## src/cwf_pkg.sv

```systemverilog
// Constants and types for the CAN wake-frame filter configuration block.
// Assumes a 32-bit AHB-Lite register bus and one 10 MHz clock domain.

// ==========================================================================
// Package
package cwf_pkg;

	// Clock period of hclk in nanoseconds
	localparam int CLK_PERIOD_NS = 100;

	// Register indices; the byte address is four times the index
	localparam logic [7:0] IDX_CTRL = 8'h20;
	localparam logic [7:0] IDX_ID_MID_LOW = 8'h25;
	localparam logic [7:0] IDX_ID_LOW_TYPE = 8'h26;
	localparam logic [7:0] IDX_MASK_TOP = 8'h27;
	localparam logic [7:0] IDX_MASK_MID_HIGH = 8'h28;
	localparam logic [7:0] IDX_MASK_MID_LOW = 8'h29;
	localparam logic [7:0] IDX_MASK_LOW = 8'h2a;
	localparam logic [7:0] IDX_LENGTH_CODE = 8'h2b;
	localparam logic [7:0] IDX_PAYLOAD_SEVEN = 8'h2c;

	// Filter registers form one contiguous run of slots
	localparam int NSLOT = 8;
	localparam logic [7:0] IDX_FIRST = IDX_ID_MID_LOW;
	localparam logic [7:0] IDX_LAST = IDX_PAYLOAD_SEVEN;
	localparam logic [2:0] SL_ID_MID_LOW = 3'h0;
	localparam logic [2:0] SL_ID_LOW_TYPE = 3'h1;
	localparam logic [2:0] SL_MASK_TOP = 3'h2;
	localparam logic [2:0] SL_MASK_MID_HIGH = 3'h3;
	localparam logic [2:0] SL_MASK_MID_LOW = 3'h4;
	localparam logic [2:0] SL_MASK_LOW = 3'h5;
	localparam logic [2:0] SL_LENGTH_CODE = 3'h6;
	localparam logic [2:0] SL_PAYLOAD_SEVEN = 3'h7;

	// Writable bits per slot, slot 7 in the top byte; the rest read zero
	localparam logic [63:0] SLOT_WMASK = 64'hff0f7cffffff7fff;
	localparam logic [7:0] CTRL_WMASK = 8'h01;
	localparam logic [7:0] SLOT_RESET = 8'h00;

	// Field positions
	localparam int IDE_BIT = 0;
	localparam int RTR_BIT = 1;
	localparam int ID_LOW_LSB = 2;
	localparam int ID_LOW_MSB = 6;
	localparam int CFG_VALID_BIT = 0;
	localparam int DLC_MSB = 3;
	localparam logic [3:0] PAYLOAD_MAX = 4'h8;

	// Bus transfer phases
	typedef enum logic [1:0] {
		CWF_ST_IDLE,
		CWF_ST_WAIT,
		CWF_ST_DONE
	} cwf_bus_state_t;

endpackage

```

## src/cwf_filter_cfg.sv

```systemverilog
// Register part of a CAN selective-wake frame filter, reached over AHB-Lite.
// Assumes frame fields, restart and soft reset come from logic on hclk.
// Behaviour
// - A read/write byte holds expected identifier bits 12..5, bit 12 on top.
// - Identifier bits 4..0 sit in bits 6:2 of the low identifier byte.
// - Bit 1 of that byte is the expected remote flag, 0 for a data frame.
// - Bit 0 of that byte is the expected extension flag, 1 for 29 bits.
// - A set compare bit makes its identifier bit count, a clear one ignores it.
// - The compare bytes mirror the identifier layout, low bits in 6:2.
// - Reserved positions of the filter registers always read zero.
// - Length codes 0..7 mean that many bytes, 8..15 mean eight bytes.
// - The received length code must equal the stored one in every bit.
// - A read/write byte holds expected payload byte 7, bit 0 least.
// - Power-on and soft reset clear every filter register to zero.
// - A restart keeps the filter contents while reserved bits read zero.
// - Software sets the valid flag; wake, power-on or a filter write clear it.
//
// The implementer's own choice: the AHB-Lite register port.
`timescale 1ns/1ps

// ==========================================================================
// Top module
module cwf_filter_cfg (
	// Clock and reset
	input wire logic hclk,
	input wire logic hresetn,
	// AHB-Lite slave
	input wire logic hsel,
	input wire logic [31:0] haddr,
	input wire logic [1:0] htrans,
	input wire logic hwrite,
	input wire logic [2:0] hsize,
	input wire logic [31:0] hwdata,
	input wire logic hready,
	output logic [31:0] hrdata,
	output logic hreadyout,
	output logic hresp,
	// Device reset requests
	input wire logic soft_reset,
	input wire logic restart,
	// Neighbouring filter bytes held elsewhere
	input wire logic [15:0] exp_id_upper,
	input wire logic [55:0] exp_payload_low,
	// Received frame
	input wire logic rx_frame_valid,
	input wire logic [28:0] rx_id,
	input wire logic rx_ide,
	input wire logic rx_rtr,
	input wire logic [3:0] rx_dlc,
	input wire logic [63:0] rx_data,
	// Results
	output logic wake_frame,
	output logic filter_config_valid
);

	cwf_pkg::cwf_bus_state_t state;
	cwf_pkg::cwf_bus_state_t next_state;
	logic [7:0] a_idx;
	logic a_write;
	logic [7:0] slot_q [0:cwf_pkg::NSLOT-1];

	wire logic addr_take;
	wire logic in_slot;
	wire logic hit_ctrl;
	wire logic [7:0] slot_off;
	wire logic [2:0] slot;
	wire logic commit;
	wire logic wr_slot;
	wire logic wr_ctrl;
	wire logic rd;
	wire logic [7:0] rd_value;
	wire logic [7:0] rd_mask;
	wire logic next_hreadyout;
	wire logic next_cfg;
	wire logic frame_hit;
	wire logic wake_hit;
	wire logic [28:0] exp_id;
	wire logic [28:0] id_compare;
	wire logic [63:0] exp_data;
	wire logic [63:0] filter_flat;

	// ======================================================================
	// Bus decode

	// Only the upper bit of htrans matters: NONSEQ and SEQ both start a transfer
	assign addr_take = hsel && htrans[1] && hready;

	// Captured index decode; upper address bits are not decoded and alias
	assign in_slot = (a_idx >= cwf_pkg::IDX_FIRST) && (a_idx <= cwf_pkg::IDX_LAST);
	assign hit_ctrl = a_idx == cwf_pkg::IDX_CTRL;
	assign slot_off = a_idx - cwf_pkg::IDX_FIRST;
	assign slot = slot_off[2:0];

	// Commit happens in the single wait cycle, when hwdata is already stable
	assign commit = state == cwf_pkg::CWF_ST_WAIT;
	assign wr_slot = commit && a_write && in_slot;
	assign wr_ctrl = commit && a_write && hit_ctrl;
	assign rd = commit && !a_write;

	// Unmapped reads return zero, unmapped writes are dropped
	assign rd_mask = in_slot ? cwf_pkg::SLOT_WMASK[{slot, 3'h0} +: 8] :
		(hit_ctrl ? cwf_pkg::CTRL_WMASK : 8'h00);
	assign rd_value = in_slot ? slot_q[slot] :
		(hit_ctrl ? {7'h00, filter_config_valid} : 8'h00);

	// ======================================================================
	// Transfer sequencing

	// Every transfer gets one wait state, so a read always sees prior writes
	always_comb begin
		next_state = state;
		unique case (state)
			cwf_pkg::CWF_ST_IDLE: begin
				if (addr_take) begin
					next_state = cwf_pkg::CWF_ST_WAIT;
				end
			end
			cwf_pkg::CWF_ST_WAIT: begin
				next_state = cwf_pkg::CWF_ST_DONE;
			end
			cwf_pkg::CWF_ST_DONE: begin
				next_state = addr_take ? cwf_pkg::CWF_ST_WAIT : cwf_pkg::CWF_ST_IDLE;
			end
		endcase
	end

	assign next_hreadyout = next_state != cwf_pkg::CWF_ST_WAIT;

	// Phase register and ready
	always_ff @(posedge hclk or negedge hresetn) begin
		if (!hresetn) begin
			state <= cwf_pkg::CWF_ST_IDLE;
			hreadyout <= 1'b1;
		end else begin
			state <= next_state;
			hreadyout <= next_hreadyout;
		end
	end

	// Address phase capture
	always_ff @(posedge hclk or negedge hresetn) begin
		if (!hresetn) begin
			a_idx <= 8'h00;
			a_write <= 1'b0;
		end else if (addr_take && state != cwf_pkg::CWF_ST_WAIT) begin
			a_idx <= haddr[9:2];
			a_write <= hwrite;
		end
	end

	// Read data stands from the wait cycle's end until the next read
	always_ff @(posedge hclk or negedge hresetn) begin
		if (!hresetn) begin
			hrdata <= 32'h00000000;
		end else if (rd) begin
			hrdata <= {24'h000000, rd_value & rd_mask};
		end
	end

	// The slave never signals an error
	always_ff @(posedge hclk or negedge hresetn) begin
		if (!hresetn) begin
			hresp <= 1'b0;
		end else begin
			hresp <= 1'b0;
		end
	end

	// ======================================================================
	// Filter registers

	// Only writable bits are stored, so reserved bits cannot read back set
	genvar g;
	generate
		for (g = 0; g < cwf_pkg::NSLOT; g++) begin : g_slot
			always_ff @(posedge hclk or negedge hresetn) begin
				if (!hresetn) begin
					slot_q[g] <= cwf_pkg::SLOT_RESET;
				end else if (soft_reset) begin
					slot_q[g] <= cwf_pkg::SLOT_RESET;
				end else if (wr_slot && slot == 3'(g)) begin
					slot_q[g] <= hwdata[7:0] & cwf_pkg::SLOT_WMASK[g*8 +: 8];
				end
			end
		end
	endgenerate

	// Restart leaves these flops alone; only the valid flag drops
	assign filter_flat = {slot_q[7], slot_q[6], slot_q[5], slot_q[4],
		slot_q[3], slot_q[2], slot_q[1], slot_q[0]};

	// ======================================================================
	// Expected frame assembly

	// Identifier bits 4..0 and the two frame-type flags share one byte
	assign exp_id = {exp_id_upper, slot_q[cwf_pkg::SL_ID_MID_LOW],
		slot_q[cwf_pkg::SL_ID_LOW_TYPE][cwf_pkg::ID_LOW_MSB:cwf_pkg::ID_LOW_LSB]};

	// Compare bytes follow the same layout as the identifier bytes
	assign id_compare = {slot_q[cwf_pkg::SL_MASK_TOP], slot_q[cwf_pkg::SL_MASK_MID_HIGH],
		slot_q[cwf_pkg::SL_MASK_MID_LOW],
		slot_q[cwf_pkg::SL_MASK_LOW][cwf_pkg::ID_LOW_MSB:cwf_pkg::ID_LOW_LSB]};

	// Payload byte 7 is the top byte of the expected data word
	assign exp_data = {slot_q[cwf_pkg::SL_PAYLOAD_SEVEN], exp_payload_low};

	// Standard identifiers are expected in bits 28..18 by the programmer
	cwf_match u_match (
		.exp_id(exp_id),
		.id_compare(id_compare),
		.exp_ide(slot_q[cwf_pkg::SL_ID_LOW_TYPE][cwf_pkg::IDE_BIT]),
		.exp_rtr(slot_q[cwf_pkg::SL_ID_LOW_TYPE][cwf_pkg::RTR_BIT]),
		.exp_dlc(slot_q[cwf_pkg::SL_LENGTH_CODE][cwf_pkg::DLC_MSB:0]),
		.exp_data(exp_data),
		.rx_id(rx_id),
		.rx_ide(rx_ide),
		.rx_rtr(rx_rtr),
		.rx_dlc(rx_dlc),
		.rx_data(rx_data),
		.hit(frame_hit)
	);

	// ======================================================================
	// Wake decision and valid flag

	// Nothing wakes until software has declared the filter valid
	assign wake_hit = rx_frame_valid && frame_hit && filter_config_valid;

	// Software setting the flag wins over a wake or write clearing it
	assign next_cfg = (soft_reset || restart) ? 1'b0 :
		wr_ctrl ? hwdata[cwf_pkg::CFG_VALID_BIT] :
		(wr_slot || wake_hit) ? 1'b0 : filter_config_valid;

	// Valid flag and one-cycle wake pulse
	always_ff @(posedge hclk or negedge hresetn) begin
		if (!hresetn) begin
			filter_config_valid <= 1'b0;
			wake_frame <= 1'b0;
		end else begin
			filter_config_valid <= next_cfg;
			wake_frame <= wake_hit;
		end
	end
endmodule

```

## src/cwf_match.sv

```systemverilog
// Combinational compare of one received frame against the expected frame.
// Assumes all inputs are stable in the cycle that the caller samples.
`timescale 1ns/1ps

// ==========================================================================
// Frame comparator
module cwf_match (
	// Expected frame
	input wire logic [28:0] exp_id,
	input wire logic [28:0] id_compare,
	input wire logic exp_ide,
	input wire logic exp_rtr,
	input wire logic [3:0] exp_dlc,
	input wire logic [63:0] exp_data,
	// Received frame
	input wire logic [28:0] rx_id,
	input wire logic rx_ide,
	input wire logic rx_rtr,
	input wire logic [3:0] rx_dlc,
	input wire logic [63:0] rx_data,
	// Result
	output wire logic hit
);

	wire logic [3:0] nbytes;
	wire logic [7:0] byte_ok;
	wire logic id_ok;

	// Codes 8 to 15 all carry eight payload bytes
	assign nbytes = rx_dlc[3] ? cwf_pkg::PAYLOAD_MAX : {1'b0, rx_dlc[2:0]};

	// A clear compare bit leaves that identifier bit free
	assign id_ok = ((exp_id ^ rx_id) & id_compare) == 29'h0;

	// Bytes beyond the frame's length never take part
	genvar g;
	generate
		for (g = 0; g < 8; g++) begin : g_byte
			assign byte_ok[g] = (4'(g) >= nbytes) ||
				(exp_data[g*8 +: 8] == rx_data[g*8 +: 8]);
		end
	endgenerate

	// Length code must agree bit by bit, not only in byte count
	assign hit = id_ok && (exp_ide == rx_ide) && (exp_rtr == rx_rtr) &&
		(exp_dlc == rx_dlc) && (byte_ok == 8'hff);

endmodule

```

## config.mk

```make
export PLATFORM = sky130hd
export DESIGN_NAME = cwf_filter_cfg
export DESIGN_NICKNAME = d
export VERILOG_FILES = /design/src/cwf_pkg.sv /design/src/cwf_filter_cfg.sv /design/src/cwf_match.sv
export SDC_FILE = /design/constraint.sdc
export NUM_CORES = 1
export LEC_CHECK = 0
export BUFFER_PORTS_ARGS = -buffer_cell sky130_fd_sc_hd__buf_2
export CAP_MARGIN = 20
export CORE_MARGIN = 1.5
export CORE_UTILIZATION = 40
export CTS_BUF_LIST = sky130_fd_sc_hd__clkbuf_16
export CTS_CLUSTER_SIZE = 12
export DETAILED_ROUTE_END_ITERATION = 8
export PLACE_DENSITY = 0.75
export SLEW_MARGIN = 20
export SYNTH_ARGS = -nofsm -noshare
export SYNTH_HDL_FRONTEND = slang
export SYNTH_SLANG_ARGS = --single-unit
export TNS_END_PERCENT = 20
```

## constraint.sdc

```tcl
create_clock -name hclk -period 3.75 [get_ports hclk]
set_input_delay 0.75 -clock hclk [delete_from_list [all_inputs] [get_ports hclk]]
set_output_delay 0.75 -clock hclk [all_outputs]
set_load 0.02 [all_outputs]
```

# Word-level counts from Yosys, hierarchy flattened
# Index checks and enable logic that the tools add are counted.
dict set report totals {
  elab_cells 131
  out_inout_bits 36
  regBits 86
  inputBits 248
}
dict set report classes {
  add_sub_neg 1
  shift 1
  n_bitwise 4
  mux 30
  n_eq_ne 24
  magnitude_cmp 11
  n_reduce_logical 45
}
# cell count
set ops {}
lappend ops {{two-way mux 8 bit} 20}
lappend ops {{equality test 8 bit} 8}
lappend ops {{indexed part select 64 x 7 -> 8 bit, first input constant} 1}
lappend ops {{bitwise AND 29 bit} 1}
lappend ops {{zero test 29 bit} 1}
lappend ops {{bitwise XOR 29 bit} 1}
lappend ops {{binary-select mux 8 bit (select 3 bit)} 1}
lappend ops {{logical AND 1 bit} 22}
lappend ops {{greater-or-equal comparator 3 x 4 -> 1 bit, first input constant} 4}
lappend ops {{nonzero test 2 bit} 8}
lappend ops {{equality test 3 bit, second input constant} 4}
lappend ops {{logical OR 1 bit} 10}
lappend ops {{bitwise AND 8 bit} 1}
lappend ops {{equality test 8 x 6 -> 1 bit, second input constant} 1}
lappend ops {{equality test 8 bit, second input constant} 1}
lappend ops {{greater-or-equal comparator 1 x 4 -> 1 bit, first input constant} 2}
lappend ops {{greater-or-equal comparator 2 x 4 -> 1 bit, first input constant} 2}
lappend ops {{greater-or-equal comparator 8 x 6 -> 1 bit, second input constant} 1}
lappend ops {{<= comparator 8 x 6 -> 1 bit, second input constant} 1}
lappend ops {{equality test 3 x 2 -> 1 bit, second input constant} 2}
lappend ops {{two-way mux 1 bit} 6}
lappend ops {{one-hot mux 2 bit (3 select lines)} 1}
lappend ops {{equality test 4 bit} 1}
lappend ops {{greater-or-equal comparator 4 bit, second input constant} 1}
lappend ops {{other kinds (13)} 15}

# Longest topological paths before layout
dict set report logic_depth {
  ltp_word 13
  ltp_mapped 11
  mapped_depth_nobuf 8
}

# Hierarchy
# From an unflattened synthesis, not the netlist that was laid out.
dict set report hier_totals {
  cells_unflattened 508
  hier_area_um2 5293.8
}
# module seq_area_each_um2 area_each_um2 cells_per_inst instances
set by_module_without_submodules {}
lappend by_module_without_submodules {cwf_filter_cfg 1953.1 4063.9 354 1}
lappend by_module_without_submodules {cwf_match 0.0 1229.9 154 1}

# Least setup slack after synthesis
# No wires, ideal clock.
dict set report synth_path {
  path_type {register to register}
  startpoint {register a_idx[0]}
  endpoint {register hrdata[1]}
  required_ns 3.620
  arrival_time_ns 2.535
  setup_ns 0.130
  setup_slack_ns 1.085
  period_less_slack_ns 2.665
  path_buffers 4
  stages_incl_launch_ff 10
  path_cell_list {dfrtp_1 buf_2 clkbuf_1 inv_1 ha_1 clkbuf_1 buf_2 mux4_2 a21oi_1 o21ai_0}
}
dict set report synth_via {
  elab_chain_cells 7
  word_cells_on_any_way 12
  classes_between {add/sub (1); order compare (2); shift (1); mux (5); bitwise (2); reduce/logical (1)}
}
# item line_no
set synth_lines {}
lappend synth_lines {{from (decl)} cwf_filter_cfg.sv:58} ;# logic [7:0] a_idx;
lappend synth_lines {{from (signal assigned)} cwf_filter_cfg.sv:146} ;# a_idx <= haddr[9:2];
lappend synth_lines {{parallel branches: the longest is 6 deep, another holds subtractor 3 bit} --}
lappend synth_lines {{bitwise AND 8 bit (*)} cwf_filter_cfg.sv:156} ;# hrdata <= {24'h000000, rd_value & rd_mask};
lappend synth_lines {{to (signal assigned)} cwf_filter_cfg.sv:156}
lappend synth_lines {{to (decl)} cwf_filter_cfg.sv:35} ;# output logic [31:0] hrdata,
# Mark *: on every way between the ends. The select of a mux whose other input is x is not followed.
# A chain may end at the register's enable or synchronous reset.

# Worst setup path in the final report
dict set report layout_path {
  startpoint {register a_idx[1]}
  endpoint {register slot_q (netlist bit filter_flat[31])}
}
dict set report layout_via {
  elab_chain_cells 5
  word_cells_on_any_way 8
  classes_between {add/sub (1); order compare (2); eq/ne (1); reduce/logical (4)}
}
# item line_no
set layout_lines {}
lappend layout_lines {{greater-or-equal comparator 8 x 6 -> 1 bit / <= comparator 8 x 6 -> 1 bit (equally long branches)} cwf_filter_cfg.sv:89} ;# assign in_slot = (a_idx >= cwf_pkg::IDX_FIRST) && (a_idx <= cwf_pkg::IDX_LAST);
lappend layout_lines {{logical AND 1 bit} cwf_filter_cfg.sv:89}
lappend layout_lines {{logical AND 1 bit} cwf_filter_cfg.sv:96} ;# assign wr_slot = commit && a_write && in_slot;
lappend layout_lines {{logical AND 1 bit (*)} cwf_filter_cfg.sv:181} ;# end else if (wr_slot && slot == 3'(g)) begin
lappend layout_lines {{nonzero test 2 bit (no line) (*)} --}
lappend layout_lines {{to (signal, indexed assignment)} cwf_filter_cfg.sv:178} ;# slot_q[g] <= cwf_pkg::SLOT_RESET;
lappend layout_lines {{to (signal, indexed assignment)} cwf_filter_cfg.sv:180} ;# slot_q[g] <= cwf_pkg::SLOT_RESET;
lappend layout_lines {{to (signal, indexed assignment)} cwf_filter_cfg.sv:182} ;# slot_q[g] <= hwdata[7:0] & cwf_pkg::SLOT_WMASK[g*8 +: 8];
lappend layout_lines {{to (decl)} cwf_filter_cfg.sv:60} ;# logic [7:0] slot_q [0:cwf_pkg::NSLOT-1];
# Every way passes the cells marked *; elsewhere a longest branch is shown, timed or not.

==> impl_metrics.yaml <==
clocking:
  clockRootBuffer: "clkbuf_16"
  htree_levels: 3
  clk_pin_slew_ps: 60
  tritoncts: "done"
  cts_resized: 0
  numCtsBuffers: 9
  cts_setup_buffers: 0
  hold_buffers: 0
  cts.sinks: 78
  cts.path.max_buffers: 2
  worstSkewPairLatency_ps: 340
yosys:
  syn_inst: 570
  yosys_warnings: 0
  avgSynthCellArea_um2: 9.18
  ys_seq_elements: 78
  synth_edf_count: 0
  ys_types: 46
  synthArstFlopShare_pct: 100
  ys.flop_type: "dfrtp_1"
  seq_area_frac_synth_pct: 37.3
  synth_area_um2: 5230
power:
  clkPwrFrac_pct: 38.1
  p_leak_nw: 3.11
  pwr_density_cell_nw_per_um2: 370
  power.internal_w: 0.00170
  p_sw_w: 0.000761
  combPwrFrac_pct: 25.3
  seqPwrFrac_pct: 36.5
  design_power_total_w: 0.00247
  peakVddDrop_mv: 0.196
  p_sw_share_pct: 30.9
layout:
  num-nets-final: 1023
  syn_to_final_growth_pct: 27.3
  layout-drive-gt1-share_pct: 33.3
  finish.instance_area_um2: 6660
  fillers: 1202
placed_design:
  dpl.hpwl_um: 13300
  place_area_um2: 6330
  portBuffers: 206
  gp_congestion: 0.890
critical_path:
  worstSetupEndpointType: "register"
  startpoint_type: "register"
  worst-path-max-fanout: 35
  crit_type: "register to register"
  reg2regPathDepth: 8
  cp.arrival_ps: 2910
  r2r_slack_ps: 1020
  crit_required_ps: 3930
  r2r-end: "filter_flat[31]"
  r2r_start: "a_idx[1]"
timing:
  setup_viol: 0
  finalHoldViolCount: 0
  setup_tns_ps: 0
  hold_slack_ps: 481
  rsz0062_at_grt: "false"
  slew_violations: 0
  final.period_utilization_pct: 72.8
  fin_crit_ps: 2730
  finalClockSkew_ps: 5.70
  max_freq_mhz: 366
  tightest_slew_ps: 815
  max_slew_margin_pct: 45.7
drt:
  final_antenna_net_count: 0
  wirelength_um: 17100
  drc: 0
  drtPass1Iterations: 5
  vias: 5091
  met3_length_um: 1460
  wl_met1_um: 6170
  avgViaCountPerCell: 5.39
  routed-wl-met2_um: 8940
  drt-initial-drc-count: 405
  drt-wirelength-per-cell_um: 18.1
  top_layer_used: "met4"
grt:
  antenna_found_initial: 1
  track_usage_pct: 25.2
  grt_pass1_wl_um: 27100
  grt_pass1_vias: 5082
  grt_overflow_total: 0
  grt_max_degree: 57
die:
  pin_count: 284
  fp-row-count: 41
  core-area_um2: 12700
  initial_utilization_pct: 41.3
  die_x_um: 117
  die-height_um: 117
  dieArea_um2: 13800
job:
  maxCapViolations: 0
worst_hold_path:
  min_path_cells: 2
  holdCritStartpoint: "hrdata[1]"
  hp-class: "register to register"
  hold_end: "hrdata[1]"
status:
  status: "finished, final reports clean"
synthesized netlist by cell type, drive strengths merged, types with 2 or more instances:
cell     n  area share (%)
inv      4            0.29
o21ai   13             1.2
xnor2    8             1.3
nand2   79             5.7
mux2    10             2.2
nor2    10            0.72
ha       8             1.9
a22oi   14             2.0
nor4    15             1.8
mux2i    7             1.3
a221oi   2            0.33
mux4     9             3.9
nor3     5            0.48
clkbuf  21             1.6
buf     33             4.7
nand4    5            0.60
a21oi   65             6.2
nor3b    2            0.38
xor2    92              15
a22o     4            0.67
nand3   64             6.1
dfrtp   77              37
nand2b   5            0.60
worst max-delay path: stages, from the launching register on:
cell and delay (ps):
dfrtp_1 470, inv_1 120, ha_1 220, xor2_1 540, nor3b_2 280, buf_4 360, nand2_1 340, nand2_1 160
a21oi_1 80
worst max path at each step:
| stage | startpoint | to | slack (ps) |
|---|---|---|---|
| 6_report | a_idx[1] | filter_flat[31] | 1020 |
| 5_1_grt | a_idx[1] | filter_flat[8] | 830 |
| 4_1_cts | a_idx[1] | filter_flat[20] | 1080 |
| 3_5_place_dp | rx_data[63] | filter_config_valid | 1000 |
| 3_3_place_gp | rx_data[63] | filter_config_valid | 1050 |
| 2_1_floorplan | a_idx[0] | hrdata[1] | 1080 |
flip-flops by register name, summed over array words and instances, names as in the netlist:
register             flops
wake_frame               1
state                    2
filter_config_valid      1
exp_id                  13
a_write                  1
filter_flat             35
a_idx                    8
exp_data                 8
hreadyout                1
hrdata                   8
power by group through the flow:
stage / logic, W / clock network [W] / registers, W
after floorplan: 0.000378 / 0 / 0.000912
after global placement: 0.000610 / 0 / 0.000913
after detailed placement: 0.000617 / 0 / 0.000916
after CTS: 0.000622 / 0.000942 / 0.000901
after global routing: 0.000670 / 0.000986 / 0.000905
final: 0.000624 / 0.000940 / 0.000901
layer usage:
layer  GRT usage (%)  vias to the layer above
met5               0                        -
met4            10.2                        0
met3            4.72                       30
met2            45.2                      298
met1            29.6                     2403
li1                -                     2360
per-stage QoR:
step                      std cells  worst slack, ps  utilization, %
after floorplan                 594             1080               -
after global placement          928             1050            50.0
after detailed placement        928              998            50.0
after CTS                       944             1080            52.6
after global routing            945              828            52.6
final                           945             1020            52.6
area by class of cell:
type                            count  area, um^2  share of cell area, %
Inverter                            4        15.0                  0.225
Clock inverter                      7        98.8                   1.48
Clock buffer                        9         225                   3.38
Sequential cell                    78        1950                   29.3
Timing Repair Buffer              216        1120                   16.8
Tap cell                          172         215                   3.23
Multi-Input combinational cell    458        3030                   45.5
Antenna cell                        1        2.50                 0.0376
logic make-up after synthesis:
family / after synthesis / share of synthesized area, %
buffers and inverters: 58 / 6.55
muxes: 26 / 7.36
adders and majority gates: 8 / 1.91
AOI/OAI and AO/OA: 108 / 12.6
and+or+nand+nor: 191 / 17.5
xor gates and xnor gates: 100 / 16.7
other: 1 / 0.0717
DFF: 78 / 37.3
cells in the final DEF, fill, tap and decap left out, drive strengths merged, types with 7 or more instances in the layout:
cell and n:
nor4 15, nor2 10, mux2i 7, o21ai 13, conb 25, a22oi 14, ha 8, clkbuf 9
nand2 79, nand3 64, a21oi 65, mux4 9, xor2 92, mux2 10, buf 216, dfrtp 77
xnor2 8
No activity file was read; power rests on OpenSTA's default activity.
